<file path="config.mk">
export PLATFORM = sky130hd
export DESIGN_NAME = adc_clock_rate_divider
export DESIGN_NICKNAME = d
export VERILOG_FILES = /design/src/design/adc_clk_pkg.sv /design/src/design/adc_clock_rate_divider.sv /design/src/design/cal_word_mem.sv
export VERILOG_INCLUDE_DIRS = /design/src /design/src/design
export SDC_FILE = /design/constraint.sdc
export NUM_CORES = 2
export LEC_CHECK = 0
export BUFFER_PORTS_ARGS = -buffer_cell sky130_fd_sc_hd__buf_4
export CORE_ASPECT_RATIO = 0.6
export CORE_MARGIN = 2
export CORE_UTILIZATION = 65
export DETAILED_ROUTE_END_ITERATION = 8
export PLACE_DENSITY = 0.86
export SYNTH_ARGS = -nofsm -noshare
export SYNTH_HDL_FRONTEND = slang
export SYNTH_SLANG_ARGS = --single-unit
export TNS_END_PERCENT = 5
</file>
<file path="constraint.sdc">
create_clock -name ref_clk -period 18.4 [get_ports ref_clk]
set_clock_uncertainty 0.1 [all_clocks]
set_input_delay 1.84 -clock ref_clk [delete_from_list [all_inputs] [get_ports ref_clk]]
set_output_delay 1.84 -clock ref_clk [all_outputs]
set_load 0.01 [all_outputs]
</file>
<file path="src/design/adc_clk_regs.svh">
`ifndef ADC_CLK_REGS_SVH
`define ADC_CLK_REGS_SVH

// register byte offsets and calibration/result page numbers
`define CFG_OFS        12'h000
`define STAT_OFS       12'h004
`define IRQ_EN_OFS     12'h008
`define IRQ_CLR_OFS    12'h00c
`define DIV_STATE_OFS  12'h010
`define OFS_CORR_PAGE  8'h02
`define GAIN_CORR_PAGE 8'h03
`define RESULT_PAGE    8'h04

// configuration field positions
`define CFG_PRE_LSB    0
`define CFG_PRE_MSB    1
`define CFG_RATIO_LSB  2
`define CFG_RATIO_MSB  4
`define CFG_EXT_BIT    5

// status and interrupt bit positions
`define ST_READY_BIT   0
`define ST_SAT_BIT     1

// reset values
`define PRE_RST        2'h0
`define RATIO_RST      3'h3
`define EXT_RST        1'h1
`define IRQ_EN_RST     2'h0

// divider figures
`define SAMPLE_DIV_LAST 2'h3
`define RATIO_BASE      13'h0020

`endif

</file>
<file path="src/design/adc_clk_pkg.sv">
package adc_clk_pkg;

  // correction sequencer states
  typedef enum logic [4:0] {
    ST_IDLE    = 5'b00001,
    ST_RD_OFF  = 5'b00010,
    ST_RD_GAIN = 5'b00100,
    ST_CALC    = 5'b01000,
    ST_DONE    = 5'b10000
  } corr_state_t;

endpackage : adc_clk_pkg

</file>
<file path="src/design/adc_clock_rate_divider.sv">
// The register offsets and register access over APB were decided locally.
`timescale 1ns/1ps
`include "adc_clk_regs.svh"

module adc_clock_rate_divider
  import adc_clk_pkg::*;
#(
  parameter int CH      = 3,
  parameter int CAL_W   = 24,
  parameter int RATIO_W = 12,
  parameter int AW      = 12
) (
  input  wire logic                ref_clk,
  input  wire logic                rst,
  input  wire logic                psel,
  input  wire logic                penable,
  input  wire logic                pwrite,
  input  wire logic [AW-1:0]       paddr,
  input  wire logic [31:0]         pwdata,
  output logic                     pready,
  output logic      [31:0]         prdata,
  output logic                     pslverr,
  input  wire logic                crystal_osc_tick,
  input  wire logic                oscillator_or_clock_input_pin,
  output logic                     oscillator_enable,
  input  wire logic [CH*CAL_W-1:0] raw_data,
  output logic                     analog_modulator_clock,
  output logic                     sampling_clock,
  output logic                     output_rate_clock,
  output logic                     result_ready_pulse,
  output logic      [CH*CAL_W-1:0] result_data,
  output logic                     irq
);

  // configuration and interrupt registers
  logic [1:0]         prescale_r;
  logic [2:0]         decimation_ratio_field_r;
  logic               external_clock_select_r;
  logic [1:0]         status_r;
  logic [1:0]         irq_en_r;
  logic               pready_r;
  logic               pslverr_r;
  logic [31:0]        prdata_r;
  logic               mem_pend_r;

  // divider chain
  logic [2:0]         pre_cnt_r;
  logic [1:0]         samp_cnt_r;
  logic [RATIO_W-1:0] rate_cnt_r;
  logic               master_tick;
  logic               mod_en;
  logic               samp_en;
  logic               rate_en;
  logic [2:0]         pre_last;
  logic [RATIO_W-1:0] rate_last;
  logic [RATIO_W:0]   ratio_full;

  // correction sequencer
  corr_state_t        state_r;
  logic [1:0]         ch_r;
  logic [CAL_W-1:0]   raw_r [CH];
  logic [CAL_W-1:0]   result_r [CH];
  logic signed [CAL_W:0]     sum_r;
  logic signed [CAL_W+1:0]   factor;
  logic signed [2*CAL_W+2:0] prod;
  logic signed [2*CAL_W+2:0] scaled;
  logic [CAL_W+3:0]   upper;
  logic               sat_hit;
  logic [CAL_W-1:0]   sat_val;

  // bus decode
  logic               access;
  logic               done;
  logic [7:0]         page;
  logic [1:0]         idx;
  logic               idx_ok;
  logic               is_cal;
  logic               is_res;
  logic               addr_ok;
  logic               wr_cfg;
  logic               wr_ien;
  logic               wr_clr;
  logic               mem_wr;
  logic               apb_mem_rd;
  logic               mem_rd;
  logic [2:0]         mem_rd_addr;
  logic [CAL_W-1:0]   mem_rd_data;
  logic [31:0]        rd_mux;
  logic [1:0]         ev_set;

  // master clock source choice and crystal enable
  assign master_tick = external_clock_select_r ? oscillator_or_clock_input_pin
                                               : crystal_osc_tick;
  assign oscillator_enable = ~external_clock_select_r;

  // prescale terminal count: 0, 1, 3 or 7
  assign pre_last = 3'((4'h1 << prescale_r) - 4'h1);
  assign mod_en   = master_tick && (pre_cnt_r == pre_last);
  assign samp_en  = mod_en && (samp_cnt_r == `SAMPLE_DIV_LAST);

  // ratio is 32 shifted left by the field code
  assign ratio_full = `RATIO_BASE << decimation_ratio_field_r;
  assign rate_last  = RATIO_W'(ratio_full - 13'h0001);
  assign rate_en    = samp_en && (rate_cnt_r == rate_last);

  // prescale counter, restarted on a configuration write
  always_ff @(posedge ref_clk) begin
    if (rst || wr_cfg) begin
      pre_cnt_r <= 3'h0;
    end else if (master_tick) begin
      pre_cnt_r <= mod_en ? 3'h0 : pre_cnt_r + 3'h1;
    end
  end

  // divide by four toward the sampling clock
  always_ff @(posedge ref_clk) begin
    if (rst || wr_cfg) begin
      samp_cnt_r <= 2'h0;
    end else if (mod_en) begin
      samp_cnt_r <= samp_cnt_r + 2'h1;
    end
  end

  // decimation counter, one count per sample, shared by all channels
  always_ff @(posedge ref_clk) begin
    if (rst || wr_cfg) begin
      rate_cnt_r <= '0;
    end else if (samp_en) begin
      rate_cnt_r <= rate_en ? '0 : rate_cnt_r + RATIO_W'(1);
    end
  end

  // clock enable outputs, one cycle each
  always_ff @(posedge ref_clk) begin
    if (rst) begin
      analog_modulator_clock <= 1'b0;
      sampling_clock         <= 1'b0;
      output_rate_clock      <= 1'b0;
    end else begin
      analog_modulator_clock <= mod_en;
      sampling_clock         <= samp_en;
      output_rate_clock      <= rate_en;
    end
  end

  // capture every channel's raw word on the common rate tick
  for (genvar g = 0; g < CH; g++) begin : g_chan
    always_ff @(posedge ref_clk) begin
      if (rst) begin
        raw_r[g] <= '0;
      end else if (output_rate_clock && state_r == ST_IDLE) begin
        raw_r[g] <= raw_data[g*CAL_W +: CAL_W];
      end
    end

    always_ff @(posedge ref_clk) begin
      if (rst) begin
        result_r[g] <= '0;
      end else if (state_r == ST_CALC && ch_r == 2'(g)) begin
        result_r[g] <= sat_val;
      end
    end

    assign result_data[g*CAL_W +: CAL_W] = result_r[g];
  end

  // gain factor is unity plus the signed gain word in units of 2^-23
  assign factor  = $signed({3'h1, {(CAL_W-1){1'b0}}})
                 + $signed({{2{mem_rd_data[CAL_W-1]}}, mem_rd_data});
  assign prod    = sum_r * factor;
  assign scaled  = prod >>> (CAL_W - 1);
  assign upper   = scaled[2*CAL_W+2:CAL_W-1];
  assign sat_hit = !((&upper) || (~|upper));
  assign sat_val = sat_hit ? {scaled[2*CAL_W+2], {(CAL_W-1){~scaled[2*CAL_W+2]}}}
                           : scaled[CAL_W-1:0];

  // sequencer walks channels: read offset, read gain, compute
  always_ff @(posedge ref_clk) begin
    if (rst) begin
      state_r <= ST_IDLE;
      ch_r    <= 2'h0;
    end else begin
      case (state_r)
        ST_IDLE: begin
          ch_r <= 2'h0;
          if (output_rate_clock) begin
            state_r <= ST_RD_OFF;
          end
        end
        ST_RD_OFF:  state_r <= ST_RD_GAIN;
        ST_RD_GAIN: state_r <= ST_CALC;
        ST_CALC: begin
          if (ch_r == 2'(CH - 1)) begin
            state_r <= ST_DONE;
          end else begin
            ch_r    <= ch_r + 2'h1;
            state_r <= ST_RD_OFF;
          end
        end
        ST_DONE:    state_r <= ST_IDLE;
        default:    state_r <= ST_IDLE;
      endcase
    end
  end

  // offset added once the offset word is out of the store
  always_ff @(posedge ref_clk) begin
    if (rst) begin
      sum_r <= '0;
    end else if (state_r == ST_RD_GAIN) begin
      sum_r <= $signed({raw_r[ch_r][CAL_W-1], raw_r[ch_r]})
             + $signed({mem_rd_data[CAL_W-1], mem_rd_data});
    end
  end

  // single ready pulse once all channels hold new results
  always_ff @(posedge ref_clk) begin
    if (rst) begin
      result_ready_pulse <= 1'b0;
    end else begin
      result_ready_pulse <= (state_r == ST_DONE);
    end
  end

  // store read port: sequencer first, bus reads only while idle
  assign apb_mem_rd  = access && !pwrite && is_cal && idx_ok && !mem_pend_r
                     && !pready_r && state_r == ST_IDLE && !output_rate_clock;
  assign mem_rd      = (state_r == ST_RD_OFF) || (state_r == ST_RD_GAIN) || apb_mem_rd;
  assign mem_rd_addr = (state_r == ST_RD_OFF)  ? {1'b0, ch_r} :
                       (state_r == ST_RD_GAIN) ? {1'b1, ch_r} :
                       {page[0], idx};

  cal_word_mem #(
    .WIDTH (CAL_W),
    .DEPTH (8),
    .AW    (3)
  ) u_cal (
    .ref_clk (ref_clk),
    .wr_en   (mem_wr),
    .wr_addr ({page[0], idx}),
    .wr_data (pwdata[CAL_W-1:0]),
    .rd_en   (mem_rd),
    .rd_addr (mem_rd_addr),
    .rd_data (mem_rd_data)
  );

  // address decode
  assign access  = psel && penable;
  assign done    = access && pready_r;
  assign page    = paddr[AW-1:4];
  assign idx     = paddr[3:2];
  assign idx_ok  = (paddr[1:0] == 2'h0) && (idx < 2'(CH));
  assign is_cal  = (page == `OFS_CORR_PAGE) || (page == `GAIN_CORR_PAGE);
  assign is_res  = (page == `RESULT_PAGE);
  assign addr_ok = (paddr == `CFG_OFS) || (paddr == `STAT_OFS)
                || (paddr == `IRQ_EN_OFS) || (paddr == `IRQ_CLR_OFS)
                || (paddr == `DIV_STATE_OFS) || ((is_cal || is_res) && idx_ok);

  // writes take effect on the completing edge only
  assign wr_cfg = done && pwrite && (paddr == `CFG_OFS);
  assign wr_ien = done && pwrite && (paddr == `IRQ_EN_OFS);
  assign wr_clr = done && pwrite && (paddr == `IRQ_CLR_OFS);
  assign mem_wr = done && pwrite && is_cal && idx_ok;

  // configuration register
  always_ff @(posedge ref_clk) begin
    if (rst) begin
      prescale_r               <= `PRE_RST;
      decimation_ratio_field_r <= `RATIO_RST;
      external_clock_select_r  <= `EXT_RST;
    end else if (wr_cfg) begin
      prescale_r               <= pwdata[`CFG_PRE_MSB:`CFG_PRE_LSB];
      decimation_ratio_field_r <= pwdata[`CFG_RATIO_MSB:`CFG_RATIO_LSB];
      external_clock_select_r  <= pwdata[`CFG_EXT_BIT];
    end
  end

  // interrupt enable register
  always_ff @(posedge ref_clk) begin
    if (rst) begin
      irq_en_r <= `IRQ_EN_RST;
    end else if (wr_ien) begin
      irq_en_r <= pwdata[1:0];
    end
  end

  // sticky status: a new event wins over a clear in the same cycle
  assign ev_set[`ST_READY_BIT] = (state_r == ST_DONE);
  assign ev_set[`ST_SAT_BIT]   = (state_r == ST_CALC) && sat_hit;

  always_ff @(posedge ref_clk) begin
    if (rst) begin
      status_r <= 2'h0;
    end else begin
      status_r <= (status_r & ~(wr_clr ? pwdata[1:0] : 2'h0)) | ev_set;
    end
  end

  assign irq = |(status_r & irq_en_r);

  // read data selection for non-store registers
  always_comb begin
    rd_mux = 32'h0000_0000;
    if (paddr == `CFG_OFS) begin
      rd_mux[`CFG_PRE_MSB:`CFG_PRE_LSB]     = prescale_r;
      rd_mux[`CFG_RATIO_MSB:`CFG_RATIO_LSB] = decimation_ratio_field_r;
      rd_mux[`CFG_EXT_BIT]                  = external_clock_select_r;
    end else if (paddr == `STAT_OFS) begin
      rd_mux[1:0] = status_r;
    end else if (paddr == `IRQ_EN_OFS) begin
      rd_mux[1:0] = irq_en_r;
    end else if (paddr == `DIV_STATE_OFS) begin
      rd_mux[RATIO_W+4:0] = {rate_cnt_r, samp_cnt_r, pre_cnt_r};
    end else if (is_res && idx_ok) begin
      rd_mux[CAL_W-1:0] = result_r[idx];
    end
  end

  // access phase: one wait state, more for a store read that must wait
  always_ff @(posedge ref_clk) begin
    if (rst) begin
      pready_r   <= 1'b0;
      pslverr_r  <= 1'b0;
      prdata_r   <= 32'h0000_0000;
      mem_pend_r <= 1'b0;
    end else if (pready_r) begin
      pready_r   <= 1'b0;
      pslverr_r  <= 1'b0;
    end else if (access) begin
      if (!addr_ok) begin
        pready_r  <= 1'b1;
        pslverr_r <= 1'b1;
        prdata_r  <= 32'h0000_0000;
      end else if (pwrite || !is_cal) begin
        pready_r  <= 1'b1;
        prdata_r  <= pwrite ? 32'h0000_0000 : rd_mux;
      end else if (mem_pend_r) begin
        pready_r   <= 1'b1;
        mem_pend_r <= 1'b0;
        prdata_r   <= {{(32-CAL_W){1'b0}}, mem_rd_data};
      end else if (apb_mem_rd) begin
        mem_pend_r <= 1'b1;
      end
    end
  end

  assign pready  = pready_r;
  assign pslverr = pslverr_r;
  assign prdata  = prdata_r;

endmodule : adc_clock_rate_divider

</file>
<file path="src/design/cal_word_mem.sv">
`timescale 1ns/1ps
// calibration word store, one write port and one registered read port
module cal_word_mem #(
  parameter int WIDTH = 24,
  parameter int DEPTH = 8,
  parameter int AW    = 3
) (
  input  wire logic             ref_clk,
  input  wire logic             wr_en,
  input  wire logic [AW-1:0]    wr_addr,
  input  wire logic [WIDTH-1:0] wr_data,
  input  wire logic             rd_en,
  input  wire logic [AW-1:0]    rd_addr,
  output logic      [WIDTH-1:0] rd_data
);

  logic [WIDTH-1:0] mem [DEPTH];

  // write port
  always_ff @(posedge ref_clk) begin
    if (wr_en) begin
      mem[wr_addr] <= wr_data;
    end
  end

  // read data held in a register until the next read
  always_ff @(posedge ref_clk) begin
    if (rd_en) begin
      rd_data <= mem[rd_addr];
    end
  end

endmodule : cal_word_mem

</file>
==> run_results.csv <==
group,metric,value,unit
power,power_density,48.4,mW/mm^2
synth,yosysSeqAreaShare,31.8,%
drt,vias_per_cell,6.26,
floorplan,fp.dieH,196,um
grt,grt_max_degree,73,
floorplan,die_x,323,um
critical_path,required,18.53,ns
timing,fin_crit_sh,50.9,%
cells_and_area,nets,4799,
cells_and_area,stdcell_count,4789,
synth,synth_edf_count,360,
power,leakage,19.4,nW
cts,cts_tree,"built",
place,dp_slack,9.36,ns
timing,setup_viol,0,
synth,synth.avg_cell_area,10.6,um^2
drt,drt-wirelength-per-cell,24.8,um
cells_and_area,final_core_util,71.6,%
timing,min_period,9.37,ns
synth,synth_cell_types,89,
timing,final.setup.worst_slack,9.03,ns
critical_path,critPathMaxFanout,64,
synth,syn_inst,3760,
hold_path,holdCritPathClass,"reg2reg",
power,power,2.10,mW
cts,path_clk_slew,0.08,ns
drt,drt_first_pass_iters,7,
timing,rsz0062_at_grt,"false",
cts,clock-root-buffer,"clkbuf_16",
floorplan,coreArea,0.0607,mm^2
floorplan,die_area,0.0633,mm^2
place,port_buffers,218,
power,ir_drop,0.0000538,V
drt,ant_nets,0,
synth,yosys.area.top_type,"edfxtp_1",
critical_path,criticalPathCategory,"reg2reg",
cts,cts-resized-gates,0,
synth,synth_top_area_share,27.2,%
drt,drt_iter0_drc,3876,
critical_path,crit_arrival,9.49,ns
grt,first_global_vias,31000,
cts,clk-insertion-delay-late,0.57,ns
critical_path,start_kind,"flip-flop",
cts,cts.sinks,452,
floorplan,rows,70,
grt,grt_pass1_wl,182000,um
drt,remaining_drc_errors,0,
grt,grt_usage,38.6,%
place,placed_cells,4720,
cells_and_area,drive_gt1_share,11.6,%
timing,hold_viol,0,
timing,slew_headroom,3.23,%
flow_run,drv_cap,0,
synth,yosys-top-cells-area,"edfxtp_1, fa_1, ha_1, inv_1, and2_1",
grt,antenna_found_initial,7,
critical_path,reg2reg_slack,9.03,ns
floorplan,pin_count,235,
outcome,status,"complete, no violations",
floorplan,initial_core_util,65.5,%
cells_and_area,layout_common_cells,"inv_1, fa_1, nand2_1",
synth,synthFlopType,"edfxtp_1",
synth,yosysWarnings,0,
synth,synth.cell_area,0.0398,mm^2
synth,synthArstFlopShare,0,%
timing,max_freq,107,MHz
drt,wl,119000,um
timing,fin_setup_tns,0,ns
cts,ctsLongestPathBuffers,3,
cts,cts.htree.levels,2,
timing,tightest_slew,1.45,ns
cells_and_area,final_common_cell,"inv_1",
cts,post_cts_buffers,0,
grt,grt_overflow_total,0,
synth,postSynthRegisterBits,452,
timing,drv_slew,0,
critical_path,end_kind,"flip-flop",
cts,cts_hold_buf,0,
place,hpwl,83700,um
drt,vias,30000,
cts,cts_buffers,37,
cells_and_area,syn2layout_area_growth,9.29,%
place,place_congestion,1.01,
[logic make-up after synthesis]
logic type / Yosys count / synth area share [%]
adder cells (fa/ha/maj): 745 / 32.9
buffers and inverters: 791 / 7.94
AO/OA/AOI/OAI: 442 / 6.90
XOR/XNOR: 54 / 1.21
multiplexers: 131 / 4.88
other: 1 / 0.00943
AND/OR/NAND/NOR: 1144 / 14.3
flip-flops: 452 / 31.8
[cell type report]
cell class | count | area [um^2]
Antenna cell | 1 | 2.50
Clock buffer | 52 | 1050
Clock inverter | 16 | 175
Fill cell | 4101 | 17200
Inverter | 587 | 2200
Multi-Input combinational cell | 2572 | 24200
Sequential cell | 452 | 12700
Tap cell | 828 | 1040
Timing Repair Buffer | 281 | 2110
[power by group]
group	total, mW	internal (mW)	switching, mW	leakage, nW
combinational	0.137	0.0592	0.0781	14.6
sequential	1.14	1.12	0.0133	4.19
clock	0.829	0.436	0.393	0.603
total	2.10	1.62	0.485	19.4
[stage by stage]
step	area [um^2]	hold WS, ns
global route	43500	0.377
detailed placement	42300	0.344
finish	43500	0.355
CTS	43500	0.355
global placement	42300	0.341
floorplan	40000	0.349
[state kept, by name, summed over array words and instances (netlist names), 2 cells and up, named ones only]
name / cells
ch_r: 2
result_r: 72
status_r: 2
irq_en_r: 2
samp_cnt_r: 2
u_cal.rd_data: 24
prescale_r: 2
u_cal.mem: 192
prdata: 24
pre_cnt_r: 3
sum_r: 25
decimation_ratio_field_r: 3
rate_cnt_r: 12
state_r: 5
raw_r: 72
[synthesized netlist by cell type, drive strengths merged, types with 41 or more instances]
library cell,instances
nand2,472
a21oi,162
fa,503
clkbuf,163
mux4,48
ha,242
nor2,106
edfxtp,360
buf,41
inv,587
and2,352
dfxtp,92
o21ai,114
mux2i,59
[critical path, cell delays in order (launching register included)]
cell and delay, ns:
dfxtp_1 1.13, and2_1 0.27, fa_1 0.47, fa_1 0.61, inv_1 0.08, fa_1 0.48, fa_1 0.56, inv_1 0.07
fa_1 0.51, fa_1 0.50, inv_1 0.05, fa_1 0.48, inv_1 0.04, ha_1 0.39, nand2_1 0.15, nor4_1 0.63
o2111a_1 0.35, a31oi_1 0.11, o211a_2 0.20, o21ai_2 0.25, o211ai_2 0.38, o41ai_4 0.21, buf_4 0.68, o22ai_1 0.30
[path summary, 6_finish.rpt]
path | to | cells after the start | start
worst max register to register | result_r[1][13] | 23 | sum_r[3]
worst max-delay path | result_r[1][13] | 23 | sum_r[3]
worst min register to register | prdata[8] | 2 | prdata[8]
worst min-delay path | prdata[8] | 2 | prdata[8]
[per-layer routing]
layer / up-vias / part of all wire [%] / wire [um] / global-route usage, %
li1: 12500 / - / - / -
met1: 14600 / 37 / 43500 / 53.5
met2: 2404 / 41 / 48900 / 54.6
met3: 427 / 17 / 20400 / 15.6
met4: 6 / 4.8 / 5680 / 14.9
met5: - / 0.030 / 35 / 0
No activity file was read; power rests on OpenSTA's default activity.
